[config.mk]
export PLATFORM = sky130hd
export DESIGN_NAME = acfp_core
export DESIGN_NICKNAME = d
export VERILOG_FILES = /design/src/verilog/acfp_pkg.sv /design/src/verilog/acfp_core.sv
export SDC_FILE = /design/constraint.sdc
export NUM_CORES = 1
export LEC_CHECK = 0
export ABC_AREA = 0
export BUFFER_PORTS_ARGS = -buffer_cell sky130_fd_sc_hd__buf_2
export CORE_ASPECT_RATIO = 1.2
export CORE_MARGIN = 2
export CORE_UTILIZATION = 54
export CTS_CLUSTER_SIZE = 14
export DETAILED_ROUTE_END_ITERATION = 12
export PLACE_DENSITY = 0.83
export SYNTH_ARGS = -nofsm -noshare
export SYNTH_HDL_FRONTEND = slang
export SYNTH_SLANG_ARGS = --single-unit
[constraint.sdc]
create_clock -name clk -period 5 [get_ports clk]
set_input_delay 0.25 -clock clk [delete_from_list [all_inputs] [get_ports clk]]
set_output_delay 0.25 -clock clk [all_outputs]
set_load 0.1 [all_outputs]
[src/verilog/acfp_pkg.sv]
/*
 * acfp_pkg: constants, opcode set and carriers for the accumulator,
 * status flag and instruction pointer core.
 * assumes: one 40 MHz clock domain, decoder issues one operation a cycle.
 */
package acfp_pkg;
    localparam int ACFP_DATA_W = 8;
    localparam int ACFP_PTR_W = 10;
    localparam int ACFP_HIGH_W = ACFP_PTR_W - ACFP_DATA_W;
    localparam int ACFP_ADDR_W = 8;

    // system register addresses
    localparam logic [7:0] ACFP_ADDR_FLAGS = 8'h86;
    localparam logic [7:0] ACFP_ADDR_LOW = 8'hce;
    localparam logic [7:0] ACFP_ADDR_HIGH = 8'hcf;

    // status_flag_reg bit positions
    localparam int ACFP_BIT_CAUSE_HI = 7;
    localparam int ACFP_BIT_CAUSE_LO = 6;
    localparam int ACFP_BIT_LV_HIGH = 5;
    localparam int ACFP_BIT_LV_MID = 4;
    localparam int ACFP_BIT_CARRY = 2;
    localparam int ACFP_BIT_HALF = 1;
    localparam int ACFP_BIT_ZERO = 0;

    // reset cause encodings
    localparam logic [1:0] ACFP_CAUSE_WDOG = 2'h0;
    localparam logic [1:0] ACFP_CAUSE_RSVD = 2'h1;
    localparam logic [1:0] ACFP_CAUSE_LVD = 2'h2;
    localparam logic [1:0] ACFP_CAUSE_PIN = 2'h3;

    // reset values and steps
    localparam logic [7:0] ACFP_ACC_RESET = 8'h00;
    localparam logic [9:0] ACFP_PTR_RESET = 10'h000;
    localparam logic [9:0] ACFP_STEP_ONE = 10'h001;
    localparam logic [9:0] ACFP_STEP_SKIP = 10'h002;
    localparam logic [7:0] ACFP_BYTE_ONE = 8'h01;
    localparam logic [7:0] ACFP_BYTE_ZERO = 8'h00;
    localparam logic [3:0] ACFP_NIB_ZERO = 4'h0;

    // operation set issued by the decoder
    typedef enum logic [4:0] {
        ACFP_OP_NOP = 5'h00,
        ACFP_OP_MOV = 5'h01, // move operand to destination
        ACFP_OP_ADD = 5'h02,
        ACFP_OP_ADC = 5'h03,
        ACFP_OP_SUB = 5'h04,
        ACFP_OP_SBC = 5'h05,
        ACFP_OP_AND = 5'h06,
        ACFP_OP_OR = 5'h07,
        ACFP_OP_XOR = 5'h08,
        ACFP_OP_RLC = 5'h09,
        ACFP_OP_RRC = 5'h0a,
        ACFP_OP_COMPARE_SKIP_OP = 5'h0b, // compare_skip_op
        ACFP_OP_INC_TO_ACC_SKIP = 5'h0c, // inc skip, result to accumulator
        ACFP_OP_INC_MEM_SKIP = 5'h0d, // inc skip, result to memory
        ACFP_OP_DEC_TO_ACC_SKIP = 5'h0e,
        ACFP_OP_DEC_MEM_SKIP = 5'h0f,
        ACFP_OP_BTCLR = 5'h10, // bit_clear_skip and bank0 form
        ACFP_OP_BTSET = 5'h11, // bit_set_skip and bank0 form
        ACFP_OP_JUMP = 5'h12,
        ACFP_OP_CALL = 5'h13,
        ACFP_OP_PUSH = 5'h14,
        ACFP_OP_POP = 5'h15
    } acfp_op_type;

    // where a result goes
    typedef enum logic [1:0] {
        ACFP_DST_ACC = 2'h0,
        ACFP_DST_MEM = 2'h1,
        ACFP_DST_LOW = 2'h2, // count_low_byte, computed jump
        ACFP_DST_NONE = 2'h3
    } acfp_dst_type;

    typedef struct packed {
        logic valid;
        acfp_op_type op;
        acfp_dst_type dst;
        logic [7:0] operand; // immediate or memory byte
        logic [2:0] bit_sel;
        logic [9:0] target; // jump or call destination
    } acfp_instr_type;

    typedef struct packed {
        logic cause_hi;
        logic cause_lo;
        logic lv_high;
        logic lv_mid;
        logic unused;
        logic carry;
        logic half;
        logic zero;
    } acfp_flags_type;
endpackage

[src/verilog/acfp_core.sv]
/*
 * acfp_core: accumulator, status flags and 10-bit instruction pointer of
 * a small 8-bit controller, with the system register port for the flag
 * register and the two counter bytes.
 * assumes: decoder presents one operation per enabled cycle with its
 * memory operand already fetched; memory writes leave through mem_*.
 */
`timescale 1ns/1ps

module acfp_core
    import acfp_pkg::*;
#(
    parameter int DATA_W = ACFP_DATA_W,
    parameter int PTR_W = ACFP_PTR_W
)
(
    // clock and reset
    input wire logic clk,
    input wire logic resetn,
    input wire logic clk_en,
    // reset source and supply monitor
    input wire logic [1:0] reset_source,
    input wire logic supply_le_high,
    input wire logic supply_le_mid,
    input wire logic undervolt_opt_high,
    input wire logic undervolt_opt_mid,
    // decoder side
    input wire acfp_instr_type instr,
    // system register port
    input wire logic [7:0] reg_addr,
    input wire logic [7:0] reg_wdata,
    input wire logic reg_write,
    input wire logic reg_read,
    output logic [7:0] reg_rdata,
    // fetch and memory side
    output logic [9:0] instr_pointer,
    output logic [7:0] work_accumulator,
    output acfp_flags_type status_flag_reg,
    output logic [7:0] mem_wdata,
    output logic mem_write,
    output logic call_push,
    output logic [9:0] call_return
);

    // elaboration check: the datapath is built for exactly these widths
    if (DATA_W != ACFP_DATA_W || PTR_W != ACFP_PTR_W)
    begin : g_width_check
        $error("acfp_core supports only 8-bit data and 10-bit pointer");
    end

    logic exec;
    logic [8:0] sum9;
    logic [4:0] nib5;
    logic [7:0] result;
    logic next_carry;
    logic next_half;
    logic arith_flags;
    logic logic_flags;
    logic skip;
    logic [7:0] inc_val;
    logic [7:0] dec_val;
    logic [9:0] next_ptr;
    logic [9:0] low_sum;
    logic [7:0] save_acc;
    logic [7:0] save_flags;
    logic cause_pending;
    logic [7:0] flags_rd;

    assign exec = clk_en && instr.valid;
    assign inc_val = instr.operand + ACFP_BYTE_ONE;
    assign dec_val = instr.operand - ACFP_BYTE_ONE;

    // ALU: subtraction as a + ~b + 1 so carry out means no borrow
    always_comb
    begin
        sum9 = {1'b0, work_accumulator};
        nib5 = {1'b0, work_accumulator[3:0]};
        result = instr.operand;
        next_carry = status_flag_reg.carry;
        next_half = status_flag_reg.half;
        arith_flags = 1'b0;
        logic_flags = 1'b0;
        case (instr.op)
            ACFP_OP_ADD, ACFP_OP_ADC:
            begin
                sum9 = {1'b0, work_accumulator} + {1'b0, instr.operand}
                    + {8'h00, instr.op == ACFP_OP_ADC
                        && status_flag_reg.carry};
                nib5 = {1'b0, work_accumulator[3:0]}
                    + {1'b0, instr.operand[3:0]}
                    + {4'h0, instr.op == ACFP_OP_ADC
                        && status_flag_reg.carry};
                arith_flags = 1'b1;
            end
            ACFP_OP_SUB, ACFP_OP_SBC, ACFP_OP_COMPARE_SKIP_OP:
            begin
                // subtract without borrow in sets carry in first
                sum9 = {1'b0, work_accumulator} + {1'b0, ~instr.operand}
                    + {8'h00, instr.op != ACFP_OP_SBC
                        || status_flag_reg.carry};
                nib5 = {1'b0, work_accumulator[3:0]}
                    + {1'b0, ~instr.operand[3:0]}
                    + {4'h0, instr.op != ACFP_OP_SBC
                        || status_flag_reg.carry};
                arith_flags = 1'b1;
            end
            ACFP_OP_RLC:
                sum9 = {instr.operand, status_flag_reg.carry};
            ACFP_OP_RRC:
                sum9 = {instr.operand[0], status_flag_reg.carry,
                    instr.operand[7:1]};
            default:
                sum9 = {1'b0, work_accumulator};
        endcase
        case (instr.op)
            ACFP_OP_ADD, ACFP_OP_ADC, ACFP_OP_SUB, ACFP_OP_SBC,
            ACFP_OP_RLC, ACFP_OP_RRC, ACFP_OP_COMPARE_SKIP_OP:
            begin
                result = sum9[7:0];
                next_carry = sum9[8];
            end
            ACFP_OP_AND:
            begin
                result = work_accumulator & instr.operand;
                logic_flags = 1'b1;
            end
            ACFP_OP_OR:
            begin
                result = work_accumulator | instr.operand;
                logic_flags = 1'b1;
            end
            ACFP_OP_XOR:
            begin
                result = work_accumulator ^ instr.operand;
                logic_flags = 1'b1;
            end
            ACFP_OP_INC_TO_ACC_SKIP, ACFP_OP_INC_MEM_SKIP:
                result = inc_val;
            ACFP_OP_DEC_TO_ACC_SKIP, ACFP_OP_DEC_MEM_SKIP:
                result = dec_val;
            default:
                result = instr.operand;
        endcase
        if (arith_flags)
        begin
            next_half = nib5[4];
        end
    end

    // skip decision for the seven skipping instructions
    always_comb
    begin
        case (instr.op)
            ACFP_OP_COMPARE_SKIP_OP:
                skip = (work_accumulator == instr.operand);
            ACFP_OP_INC_TO_ACC_SKIP, ACFP_OP_INC_MEM_SKIP:
                skip = (inc_val == ACFP_BYTE_ZERO);
            ACFP_OP_DEC_TO_ACC_SKIP, ACFP_OP_DEC_MEM_SKIP:
                skip = (instr.operand == ACFP_BYTE_ONE);
            ACFP_OP_BTCLR:
                skip = !instr.operand[instr.bit_sel];
            ACFP_OP_BTSET:
                skip = instr.operand[instr.bit_sel];
            default:
                skip = 1'b0;
        endcase
    end

    // computed jump: add with carry into the high byte, plain write keeps it
    assign low_sum = {instr_pointer[9:8], ACFP_BYTE_ZERO}
        + {2'b00, result} + {1'b0, sum9[8], ACFP_BYTE_ZERO};

    always_comb
    begin
        next_ptr = instr_pointer + ACFP_STEP_ONE;
        if (instr.op == ACFP_OP_JUMP || instr.op == ACFP_OP_CALL)
        begin
            next_ptr = instr.target;
        end
        else if (skip)
        begin
            next_ptr = instr_pointer + ACFP_STEP_SKIP;
        end
        else if (instr.dst == ACFP_DST_LOW && instr.op != ACFP_OP_NOP)
        begin
            if (instr.op == ACFP_OP_ADD || instr.op == ACFP_OP_ADC)
            begin
                next_ptr = low_sum;
            end
            else
            begin
                next_ptr = {instr_pointer[9:8], result};
            end
        end
    end

    // instruction pointer; an executing instruction beats a port write
    always_ff @(posedge clk or negedge resetn)
    begin
        if (!resetn)
        begin
            instr_pointer <= ACFP_PTR_RESET;
        end
        else if (exec)
        begin
            instr_pointer <= next_ptr;
        end
        else if (clk_en && reg_write && reg_addr == ACFP_ADDR_LOW)
        begin
            instr_pointer <= {instr_pointer[9:8], reg_wdata};
        end
        else if (clk_en && reg_write && reg_addr == ACFP_ADDR_HIGH)
        begin
            instr_pointer <= {reg_wdata[1:0], instr_pointer[7:0]};
        end
    end

    // accumulator: reached through its own destination code, or by pop from save_acc
    always_ff @(posedge clk or negedge resetn)
    begin
        if (!resetn)
        begin
            work_accumulator <= ACFP_ACC_RESET;
        end
        else if (exec && instr.op == ACFP_OP_POP)
        begin
            work_accumulator <= save_acc;
        end
        else if (exec && instr.dst == ACFP_DST_ACC
            && instr.op != ACFP_OP_NOP && instr.op != ACFP_OP_COMPARE_SKIP_OP
            && instr.op != ACFP_OP_BTCLR && instr.op != ACFP_OP_BTSET
            && instr.op != ACFP_OP_JUMP && instr.op != ACFP_OP_CALL
            && instr.op != ACFP_OP_PUSH)
        begin
            work_accumulator <= result;
        end
    end

    // save buffers; interrupt entry has no path here at all
    always_ff @(posedge clk or negedge resetn)
    begin
        if (!resetn)
        begin
            save_acc <= ACFP_BYTE_ZERO;
            save_flags <= ACFP_BYTE_ZERO;
        end
        else if (exec && instr.op == ACFP_OP_PUSH)
        begin
            save_acc <= work_accumulator;
            save_flags <= status_flag_reg;
        end
    end

    // alu flags; hardware update wins over a port write in the same cycle
    always_ff @(posedge clk or negedge resetn)
    begin
        if (!resetn)
        begin
            status_flag_reg.carry <= 1'b0;
            status_flag_reg.half <= 1'b0;
            status_flag_reg.zero <= 1'b0;
        end
        else if (exec && instr.op == ACFP_OP_POP)
        begin
            status_flag_reg.carry <= save_flags[ACFP_BIT_CARRY];
            status_flag_reg.half <= save_flags[ACFP_BIT_HALF];
            status_flag_reg.zero <= save_flags[ACFP_BIT_ZERO];
        end
        else if (exec && (arith_flags || logic_flags
            || instr.op == ACFP_OP_RLC || instr.op == ACFP_OP_RRC))
        begin
            status_flag_reg.carry <= next_carry;
            status_flag_reg.half <= next_half;
            status_flag_reg.zero <= (result == ACFP_BYTE_ZERO);
        end
        else if (clk_en && reg_write && reg_addr == ACFP_ADDR_FLAGS)
        begin
            status_flag_reg.carry <= reg_wdata[ACFP_BIT_CARRY];
            status_flag_reg.half <= reg_wdata[ACFP_BIT_HALF];
            status_flag_reg.zero <= reg_wdata[ACFP_BIT_ZERO];
        end
    end

    // reset cause: caught at the first enabled edge after release
    always_ff @(posedge clk or negedge resetn)
    begin
        if (!resetn)
        begin
            cause_pending <= 1'b1;
            status_flag_reg.cause_hi <= 1'b0;
            status_flag_reg.cause_lo <= 1'b0;
        end
        else if (clk_en && cause_pending)
        begin
            cause_pending <= 1'b0;
            status_flag_reg.cause_hi <= reset_source[1];
            status_flag_reg.cause_lo <= reset_source[0];
        end
        else if (clk_en && exec && instr.op == ACFP_OP_POP)
        begin
            status_flag_reg.cause_hi <= save_flags[ACFP_BIT_CAUSE_HI];
            status_flag_reg.cause_lo <= save_flags[ACFP_BIT_CAUSE_LO];
        end
        else if (clk_en && reg_write && reg_addr == ACFP_ADDR_FLAGS)
        begin
            status_flag_reg.cause_hi <= reg_wdata[ACFP_BIT_CAUSE_HI];
            status_flag_reg.cause_lo <= reg_wdata[ACFP_BIT_CAUSE_LO];
        end
    end

    // supply flags read-only, each only live under its own option
    always_ff @(posedge clk or negedge resetn)
    begin
        if (!resetn)
        begin
            status_flag_reg.lv_high <= 1'b0;
            status_flag_reg.lv_mid <= 1'b0;
            status_flag_reg.unused <= 1'b0;
        end
        else if (clk_en)
        begin
            status_flag_reg.lv_high <= undervolt_opt_high
                && supply_le_high;
            status_flag_reg.lv_mid <= undervolt_opt_mid
                && supply_le_mid;
            status_flag_reg.unused <= 1'b0;
        end
    end

    // memory-destined results and call return address
    always_ff @(posedge clk or negedge resetn)
    begin
        if (!resetn)
        begin
            mem_wdata <= ACFP_BYTE_ZERO;
            mem_write <= 1'b0;
            call_push <= 1'b0;
            call_return <= ACFP_PTR_RESET;
        end
        else if (clk_en)
        begin
            mem_write <= exec && instr.dst == ACFP_DST_MEM
                && instr.op != ACFP_OP_NOP && instr.op != ACFP_OP_COMPARE_SKIP_OP
                && instr.op != ACFP_OP_BTCLR && instr.op != ACFP_OP_BTSET;
            mem_wdata <= result;
            call_push <= exec && instr.op == ACFP_OP_CALL;
            call_return <= instr_pointer + ACFP_STEP_ONE;
        end
    end

    // read data one cycle after the strobe; unmapped reads return zero
    assign flags_rd = status_flag_reg;
    always_ff @(posedge clk or negedge resetn)
    begin
        if (!resetn)
        begin
            reg_rdata <= ACFP_BYTE_ZERO;
        end
        else if (clk_en)
        begin
            reg_rdata <= ACFP_BYTE_ZERO;
            if (reg_read)
            begin
                case (reg_addr)
                    ACFP_ADDR_FLAGS:
                        reg_rdata <= flags_rd & 8'hf7;
                    ACFP_ADDR_LOW:
                        reg_rdata <= instr_pointer[7:0];
                    ACFP_ADDR_HIGH:
                        reg_rdata <= {6'h00, instr_pointer[9:8]};
                    default:
                        reg_rdata <= ACFP_BYTE_ZERO;
                endcase
            end
        end
    end

endmodule // acfp_core

## Word-level counts from Yosys, hierarchy flattened

Index checks and enable logic that the tools add are counted.

| word-level totals | value |
|---|---|
| input port bits | 56 |
| bits in registers | 69 |
| output and inout port bits | 54 |

| cells by class | value |
|---|---|
| multiplexer cells | 27 |
| $add $sub $neg | 14 |
| order comparisons | 1 |
| bitwise operators | 5 |
| equality and inequality tests | 38 |
| reduce and logical (&&, ||, !) cells | 55 |

Operator list:

| kind | count |
|---|---|
| 10-bit 2-to-1 mux | 7 |
| 8-bit one-hot mux with 6 select lines | 1 |
| 5-bit by 4-bit equality test with 1-bit output, second input constant | 8 |
| 9-bit one-hot mux with 4 select lines | 1 |
| 5-bit equality test, second input constant | 6 |
| 1-bit logical AND | 29 |
| 5-bit != test, second input constant | 5 |
| 8-bit equality test, second input constant | 3 |
| 8-bit 2-to-1 mux | 3 |
| 8-bit one-hot mux with 3 select lines | 1 |
| 5-bit by 3-bit equality test with 1-bit output, second input constant | 4 |
| 8-bit by 8-bit adder with 9-bit output | 2 |
| 9-bit by 1-bit adder with 9-bit output | 2 |
| 8-bit zero test | 2 |
| 10-bit by 1-bit adder with 10-bit output, second input constant | 1 |
| 10-bit by 2-bit adder with 10-bit output, second input constant | 1 |
| 10-bit by 8-bit adder with 10-bit output | 1 |
| 10-bit by 9-bit adder with 10-bit output | 1 |
| 4-bit by 4-bit adder with 5-bit output | 2 |
| 5-bit by 1-bit adder with 5-bit output | 2 |
| 5-bit by 2-bit equality test with 1-bit output, second input constant | 2 |
| 5-bit by 4-bit != test with 1-bit output, second input constant | 2 |
| 5-bit one-hot mux with 2 select lines | 1 |
| 3-bit 2-to-1 mux | 3 |
| 32 further kinds | 50 |

## Logic depth before layout (Yosys ltp)

Gate-level depths: netlist (run 1).

| depth | value |
|---|---|
| depth in word-level cells | 12 |
| mapped depth | 19 |
| mapped depth without buffers | 18 |

## Least setup slack after synthesis (run 1)

Ideal clock, no wire load.

| timing path | value |
|---|---|
| path type | register to register |
| start point | reg work_accumulator[0] |
| end point | reg instr_pointer[8] |
| path slack | 1.273 ns |
| arrival | 3.601 ns |
| cell stages (with the launch flop) | 15 |
| cell sequence | dfrtp_1 > inv_1 > fa_1 > fa_1 > nor3_1 > o31ai_1 > a21oi_1 > nor2_1 > o31a_1 > o21ai_0 > ha_1 > a31oi_1 > mux2i_1 > o21ai_0 > a21oi_1 |

| between the ends | value |
|---|---|
| longest elaborated chain between the ends | 11 |

Ends and longest elaborated chain:

| element | line | text |
|---|---|---|
| start, declared | acfp_core.sv:37 | `output logic [7:0] work_accumulator,` |
| start signal, assigned | acfp_core.sv:227 | `work_accumulator <= save_acc;` |
| start signal, assigned | acfp_core.sv:235 | `work_accumulator <= result;` |
| 8-bit by 8-bit adder with 9-bit output (on tied branches) | acfp_core.sv:98, acfp_core.sv:86 |  |
| 9-bit by 1-bit adder with 9-bit output (on tied branches) | acfp_core.sv:99, acfp_core.sv:87 |  |
| 9-bit one-hot mux with 4 select lines | acfp_core.sv:83 | `case (instr.op)` |
| 8-bit one-hot mux with 6 select lines | acfp_core.sv:115 | `case (instr.op)` |
| 10-bit by 8-bit adder with 10-bit output | acfp_core.sv:171 | `+ {2'b00, result} + {1'b0, sum9[8], ACFP_BYTE_ZERO};` |
| 10-bit by 9-bit adder with 10-bit output | acfp_core.sv:171 |  |
| 10-bit 2-to-1 mux | acfp_core.sv:186 | `if (instr.op == ACFP_OP_ADD \|\| instr.op == ACFP_OP_ADC)` |
| 10-bit 2-to-1 mux | acfp_core.sv:184 | `else if (instr.dst == ACFP_DST_LOW && instr.op != ACFP_OP_NOP)` |
| 10-bit 2-to-1 mux | acfp_core.sv:180 | `else if (skip)` |
| 10-bit 2-to-1 mux | acfp_core.sv:176 | `if (instr.op == ACFP_OP_JUMP \|\| instr.op == ACFP_OP_CALL)` |
| 10-bit 2-to-1 mux | acfp_core.sv:204 | `else if (exec)` |
| end signal, assigned | acfp_core.sv:206 | `instr_pointer <= next_ptr;` |
| end signal, assigned | acfp_core.sv:210 | `instr_pointer <= {instr_pointer[9:8], reg_wdata};` |
| end signal, assigned | acfp_core.sv:214 | `instr_pointer <= {reg_wdata[1:0], instr_pointer[7:0]};` |
| end, declared | acfp_core.sv:36 | `output logic [9:0] instr_pointer,` |

Parallel ways exist; a longest one is shown, timed or not. The select of a mux whose other input is x is not followed.
A chain may end at the register's enable or synchronous reset.

## Final worst setup path (run 1)

| timing path | value |
|---|---|
| start point | in instr[24] (netlist name) |
| end point | reg status_flag_reg[0] (netlist name) |

| between the ends | value |
|---|---|
| longest elaborated chain between the ends | 9 |

Ends and longest elaborated chain:

| element | line | text |
|---|---|---|
| start, declared | acfp_core.sv:28 | `input wire acfp_instr_type instr,` |
| parallel branches: the longest is 9 deep, another holds 9-bit by 1-bit adder with 9-bit output | -- |  |
| end, declared | acfp_core.sv:38 | `output acfp_flags_type status_flag_reg,` |

Parallel ways; which one is timed is not known.

==> flow_summary.yaml, run 1 <==
outcome:
  status: "finished, final reports clean"
timing:
  tns_ns: 0
  setup_ws_ns: 1.23
  drv_slew: 0
  tightest_slew_ns: 1.31
  fmax_ghz: 0.266
  setup_viol: 0
  hold_viol_final: 0
  fin_crit_sh: 0.753
  period_minus_slack_ns: 3.77
  fin_skew_ns: 0.00722
  slew_headroom: 0.116
  rsz0062_at_grt: "no"
placed_design:
  io_buffers: 108
  preCtsSetupSlack_ns: 1.05
  place.gp.congestion: 1.01
  dp_hpwl_um: 15900
final_layout:
  diodes: 0
  reg_top3: "call_return x10, instr_pointer x10"
  syn_to_final_growth_pct: 14.7
  fin_util: 0.631
  layout.nets: 869
  layout-drive-gt1-share: 0.216
floorplanning:
  dieWidth_um: 98.2
  core_area_mm2: 0.0105
  start_util: 0.550
  die_h_um: 117
  dieArea_mm2: 0.0115
  rows: 41
  ioPinCount: 110
grt:
  track_usage: 0.371
  grt_max_degree: 68
  grt_overflow: 0
  grt_pass1_wl_um: 32700
  antenna_found_initial: 0
  grt_pass1_vias: 5847
worst_setup_path:
  critPathArrivalTime_ns: 4.03
  crit_path_start_kind: "input pin"
  r2r_slack_ns: 1.34
  worst_ep_required_time_ns: 5.26
  end_kind: "register"
  path_class: "in -> reg"
  crit_fanout: 34
clocking:
  cts_tree: "yes"
  post_cts_buffers: 0
  cts_max_level: 3
  hold_buffers: 0
  numCtsBuffers: 9
  cts-root-buf: "clkbuf_16"
  clock_path_buffers: 2
  clk_latency_ns: 0.33
  clk_pin_slew_ns: 0.06
  cts_num_sinks: 67
  cts_resized: 0
logic_synthesis:
  synth_enable_flop_cells: 0
  synthTopCellsByArea: "dfrtp_1, ha_1, a21oi_1"
  muxShareOfSynthArea: 0.0698
  synth_commonest_cells: "nor2_1, dfrtp_1, a21oi_1"
  synth-compound-area-share: 0.248
  synth_seq_cells: 67
  async_reset_ff_frac: 1.00
  synth-xor-area-share: 0.0228
  yosysTopAreaCellShare: 0.287
  synth.most_common_cell: "nor2_1"
  synthAdderAreaFrac: 0.0809
  ys_seq_area_frac: 0.292
  yosys.area_share.simple: 0.228
  syn_inst: 703
  synth_top_family_by_area: "compound AO/OA/AOI/OAI gates"
  synthFlopType: "dfrtp_1"
  synth_fp_nets: 793
  syn-mean-instance-area_um2: 8.18
  yosysWarnings: 0
  synth_largest_area_cell: "dfrtp_1"
  synth.distinct_cells: 75
  syn_area_mm2: 0.00575
pwr:
  power.density_mw_per_mm2: 426
  vdd_drop_max_v: 0.000315
  power_leakage_nw: 2.90
routing:
  drt-initial-drc-count: 517
  viasPerCell: 6.64
  wirelength_um: 21300
  ant_nets: 0
  route.detailed.drc: 0
  drtPass1Iterations: 5
  vias: 6061
  wl_per_cell_um: 23.4
job:
  timing.max_cap.violations: 0
min_path:
  hp-class: "in -> async"
critical path: stages:
cell and delay (ns):
buf_2 0.45, nand2_1 0.18, nor2_1 0.16, nand3_1 0.11
fa_1 0.41, inv_1 0.08, fa_1 0.41, o2bb2ai_1 0.13
a21oi_1 0.14, nor2_1 0.08, nor4_1 1.01, nand4_1 0.17
nor3_1 0.22, a41o_1 0.20
placed cells by master, fill, tap and decap left out, types with 16 or more instances in the layout:
master	Yosys	final
a21oi_1	59	59
buf_2	12	108
dfrtp_1	66	66
ha_1	30	30
inv_1	30	30
mux2_2	21	21
nand2_1	55	55
nand3_1	24	24
nor2_1	70	70
nor3_1	16	16
o21ai_0	43	43
path summary, 6_finish.rpt:
kind                                     from                  end  cells past startpoint
max in group asynchronous              resetn  work_accumulator[4]                      2
setup reg to reg           status_flag_reg[2]   status_flag_reg[0]                     11
min in group clk               supply_le_high   status_flag_reg[5]                      3
hold / removal                         resetn     instr_pointer[2]                      2
setup / recovery                    instr[24]   status_flag_reg[0]                     14
hold reg to reg                   save_acc[6]  work_accumulator[6]                      2
logic make-up after synthesis:
group,Yosys count
buf+inv,79
flops,67
xor+xnor,15
other cells,1
compound gates,215
fa+ha+maj,35
simple gates,256
mux,35
through the flow:
step                      hold WS (ns)  total power, mW  instances  cell area (um^2)
after global placement           0.461             2.09        897              6270
final                           0.0916             2.81        913              6600
after detailed placement         0.468             2.10        897              6270
after global routing             0.164             2.92        913              6600
after CTS                        0.142             2.80        913              6600
after floorplan                -0.0456             1.78        703              5750
final cells by class:
cell class	instances	area [um^2]
tap	129	161
clock buffer	9	225
sequential	67	1680
inverter	30	113
multi-input combinational	557	3740
fill	927	3870
timing repair buffer	114	586
clock inverter	7	98.8
routing by layer:
layer	GRT usage	vias up	wire length, um
li1	-	2740	-
met1	0.435	2870	7780
met2	0.641	354	10500
met3	0.0546	97	1580
met4	0.238	0	1500
met5	0	-	0
report_power, final:
part	leakage [nW]	internal [mW]	switching [mW]
Clock	0.156	0.440	0.250
Combinational	1.92	0.313	1.02
Sequential	0.825	0.634	0.153
Total	2.90	1.39	1.42
Power figures use the tool's default switching activity.
==> run 2, diff against run 1 <==
--- a/config.mk
+++ b/config.mk
@@ -5,7 +5,7 @@
 export SDC_FILE = /design/constraint.sdc
 export NUM_CORES = 1
 export LEC_CHECK = 0
-export ABC_AREA = 0
+export ABC_AREA = 1
 export BUFFER_PORTS_ARGS = -buffer_cell sky130_fd_sc_hd__buf_2
 export CORE_ASPECT_RATIO = 1.2
 export CORE_MARGIN = 2
==> constraint.sdc (replaced) <==
create_clock -name clk -period 3.8 [get_ports clk]
set_input_delay 0.19 -clock clk [delete_from_list [all_inputs] [get_ports clk]]
set_output_delay 0.19 -clock clk [all_outputs]
set_load 0.1 [all_outputs]
==> flow_summary.yaml, run 2 <==
pwr:
  p_switching_mw: 1.92
  p_int_mw: 1.79
  switching_share: 0.518
  total_power_mw: 3.71
  power.density_mw_per_mm2: 536
  power_leakage_nw: 3.69
  clockPowerShare: 0.244
  vdd_drop_max_v: 0.000635
  comb_power_share: 0.492
  power_frac_seq: 0.264
worst_setup_path:
  worst_ep_required_time_ns: 4.07
  critPathArrivalTime_ns: 3.44
  path_class: "reg -> reg"
  r2r_slack_ns: 0.63
  r2r_end: "instr_pointer[9]"
  end_kind: "register"
  crit_path_start_kind: "register"
  reg2reg_depth: 21
  r2r_start: "work_accumulator[0]"
  crit_fanout: 5
logic_synthesis:
  synth_fp_nets: 1027
  ys_seq_area_frac: 0.280
  yosysTopAreaCellShare: 0.276
  syn_inst: 937
  synth_largest_area_cell: "dfrtp_1"
  synth_enable_flop_cells: 0
  yosysWarnings: 0
  synthTopCellsByArea: "dfrtp_1, nand2_1, nand3_1"
  synth_seq_cells: 67
  syn_area_mm2: 0.00599
  synth_commonest_cells: "nand2_1, inv_1, nand3_1"
  synthFlopType: "dfrtp_1"
  synth.most_common_cell: "nand2_1"
  synth.distinct_cells: 50
  async_reset_ff_frac: 1.00
  syn-mean-instance-area_um2: 6.39
grt:
  grt_max_degree: 42
  grt_pass1_wl_um: 33300
  track_usage: 0.361
  met3_usage: 0.0692
  use_met2: 0.587
  grtUsageMet1: 0.439
  grt.busiest_layer: "met2"
  grt_pass1_vias: 6435
  antenna_found_initial: 0
  grt_overflow: 0
min_path:
  hp-class: "in -> async"
routing:
  drtPass1Iterations: 6
  ant_nets: 0
  route.detailed.drc: 0
  wl_per_cell_um: 17.9
  wirelength_um: 20900
  viasPerCell: 5.72
  vias: 6698
  drt-initial-drc-count: 486
clocking:
  post_cts_buffers: 0
  hold_buffers: 0
  cts_tree: "yes"
  cts_resized: 0
  numCtsBuffers: 9
  clk_latency_ns: 0.35
  clock_path_buffers: 2
  cts_num_sinks: 67
  clk_pin_slew_ns: 0.06
  cts-root-buf: "clkbuf_16"
  cts_max_level: 3
floorplanning:
  dieArea_mm2: 0.0120
  die_h_um: 119
  ioPinCount: 110
  rows: 42
  core_area_mm2: 0.0109
  dieWidth_um: 100
  start_util: 0.548
placed_design:
  dp_hpwl_um: 16200
  io_buffers: 108
  place.gp.congestion: 1.02
final_layout:
  diodes: 0
  layout_commonest_cell: "nand2_1"
  final_cell_mix: "nand2_1, inv_1, buf_2"
  layout.nets: 1125
  layout-drive-gt1-share: 0.173
  syn_to_final_growth_pct: 15.5
  reg_top3: "call_return x10, instr_pointer x10"
timing:
  tightest_slew_ns: 0.979
  fin_crit_sh: 0.835
  rsz0062_at_grt: "no"
  fin_skew_ns: 0.00895
  fin_hold_ws_ns: 0.000418
  setup_viol: 0
  slew_headroom: 0.347
  drv_slew: 0
  fmax_ghz: 0.315
  hold_viol_final: 0
  period_minus_slack_ns: 3.17
  tns_ns: 0
outcome:
  status: "finished, final reports clean"
job:
  timing.max_cap.violations: 0
run 2: cell count changes after synthesis, sizes merged, moves of 11 or more:
cell / previous run / this run
inv: 30 / 119
nand2: 55 / 319
nor2b: 11 / 0
mux2: 21 / 0
nand3: 25 / 92
a21oi: 60 / 26
o21ai: 45 / 61
clkbuf: 31 / 8
nor2: 72 / 100
mux2i: 12 / 0
run 2: layout make-up:
| class | instances | area [um^2] |
|---|---|---|
| fillers | 1049 | 4010 |
| multi-input cells | 721 | 3710 |
| flip-flops and latches | 67 | 1680 |
| repair buffers | 114 | 586 |
| inverters | 122 | 460 |
| clock buffers | 10 | 229 |
| well taps | 132 | 165 |
| clock inverters | 6 | 90.1 |
run 2: cells by family (layout without fill, tap and decap cells):
family,after synthesis,after routing,share of synthesized area
and+or+nand+nor,548,548,0.401
buffers and inverters,149,252,0.100
AOI/OAI and AO/OA,126,126,0.124
DFF,67,67,0.280
adders and majority gates,34,34,0.0760
xor gates and xnor gates,12,12,0.0175
other,1,1,0.000626
run 2: stage by stage:
stage          setup WS [ns]  cells  cell area (um^2)  utilization
6_report               0.629   1172              6920        0.633
3_3_place_gp           0.683   1156              6600        0.604
2_1_floorplan          0.311    937              5990            -
4_1_cts                0.635   1172              6920        0.633
5_1_grt                0.340   1172              6920        0.633
3_5_place_dp           0.630   1156              6600        0.604
run 2: worst max path at each step:
stage | from | end | slack, ns
4_1_cts | work_accumulator[0] | instr_pointer[9] | 0.63
5_1_grt | work_accumulator[0] | instr_pointer[9] | 0.34
3_3_place_gp | instr[25] | instr_pointer[9] | 0.68
6_report | work_accumulator[0] | instr_pointer[9] | 0.63
3_5_place_dp | instr[25] | instr_pointer[9] | 0.63
2_1_floorplan | work_accumulator[0] | instr_pointer[9] | 0.31
run 2: power by group through the flow:
stage	Sequential [mW]	Combinational, mW	Clock (mW)
after global placement	0.979	1.80	0
after global routing	0.993	1.95	0.944
after detailed placement	0.982	1.80	0
final	0.980	1.82	0.906
after CTS	0.973	1.81	0.910
after floorplan	1.67	0.674	0
run 2: routing by layer:
metal / vias up / routed length, um
li1: 3210 / -
met1: 3048 / 7930
met2: 359 / 10100
met3: 81 / 1730
met4: 0 / 1230
met5: - / 0
run 2: worst max-delay path, cell delays in order (launching register included):
cell     delay (ns)
dfrtp_1        0.39
inv_1          0.18
fa_1           0.23
inv_1          0.08
fa_1           0.40
nand2_1        0.11
nand2_1        0.06
nand3_1        0.08
nand2_1        0.05
nand2_1        0.07
a21oi_1        0.06
o21ai_0        0.19
nand4_1        0.17
ha_1           0.24
xnor2_1        0.14
nor3_1         0.17
a21oi_1        0.06
nand3_1        0.08
nand3_1        0.08
nand2_1        0.07
nand2_1        0.05
a21oi_1        0.13
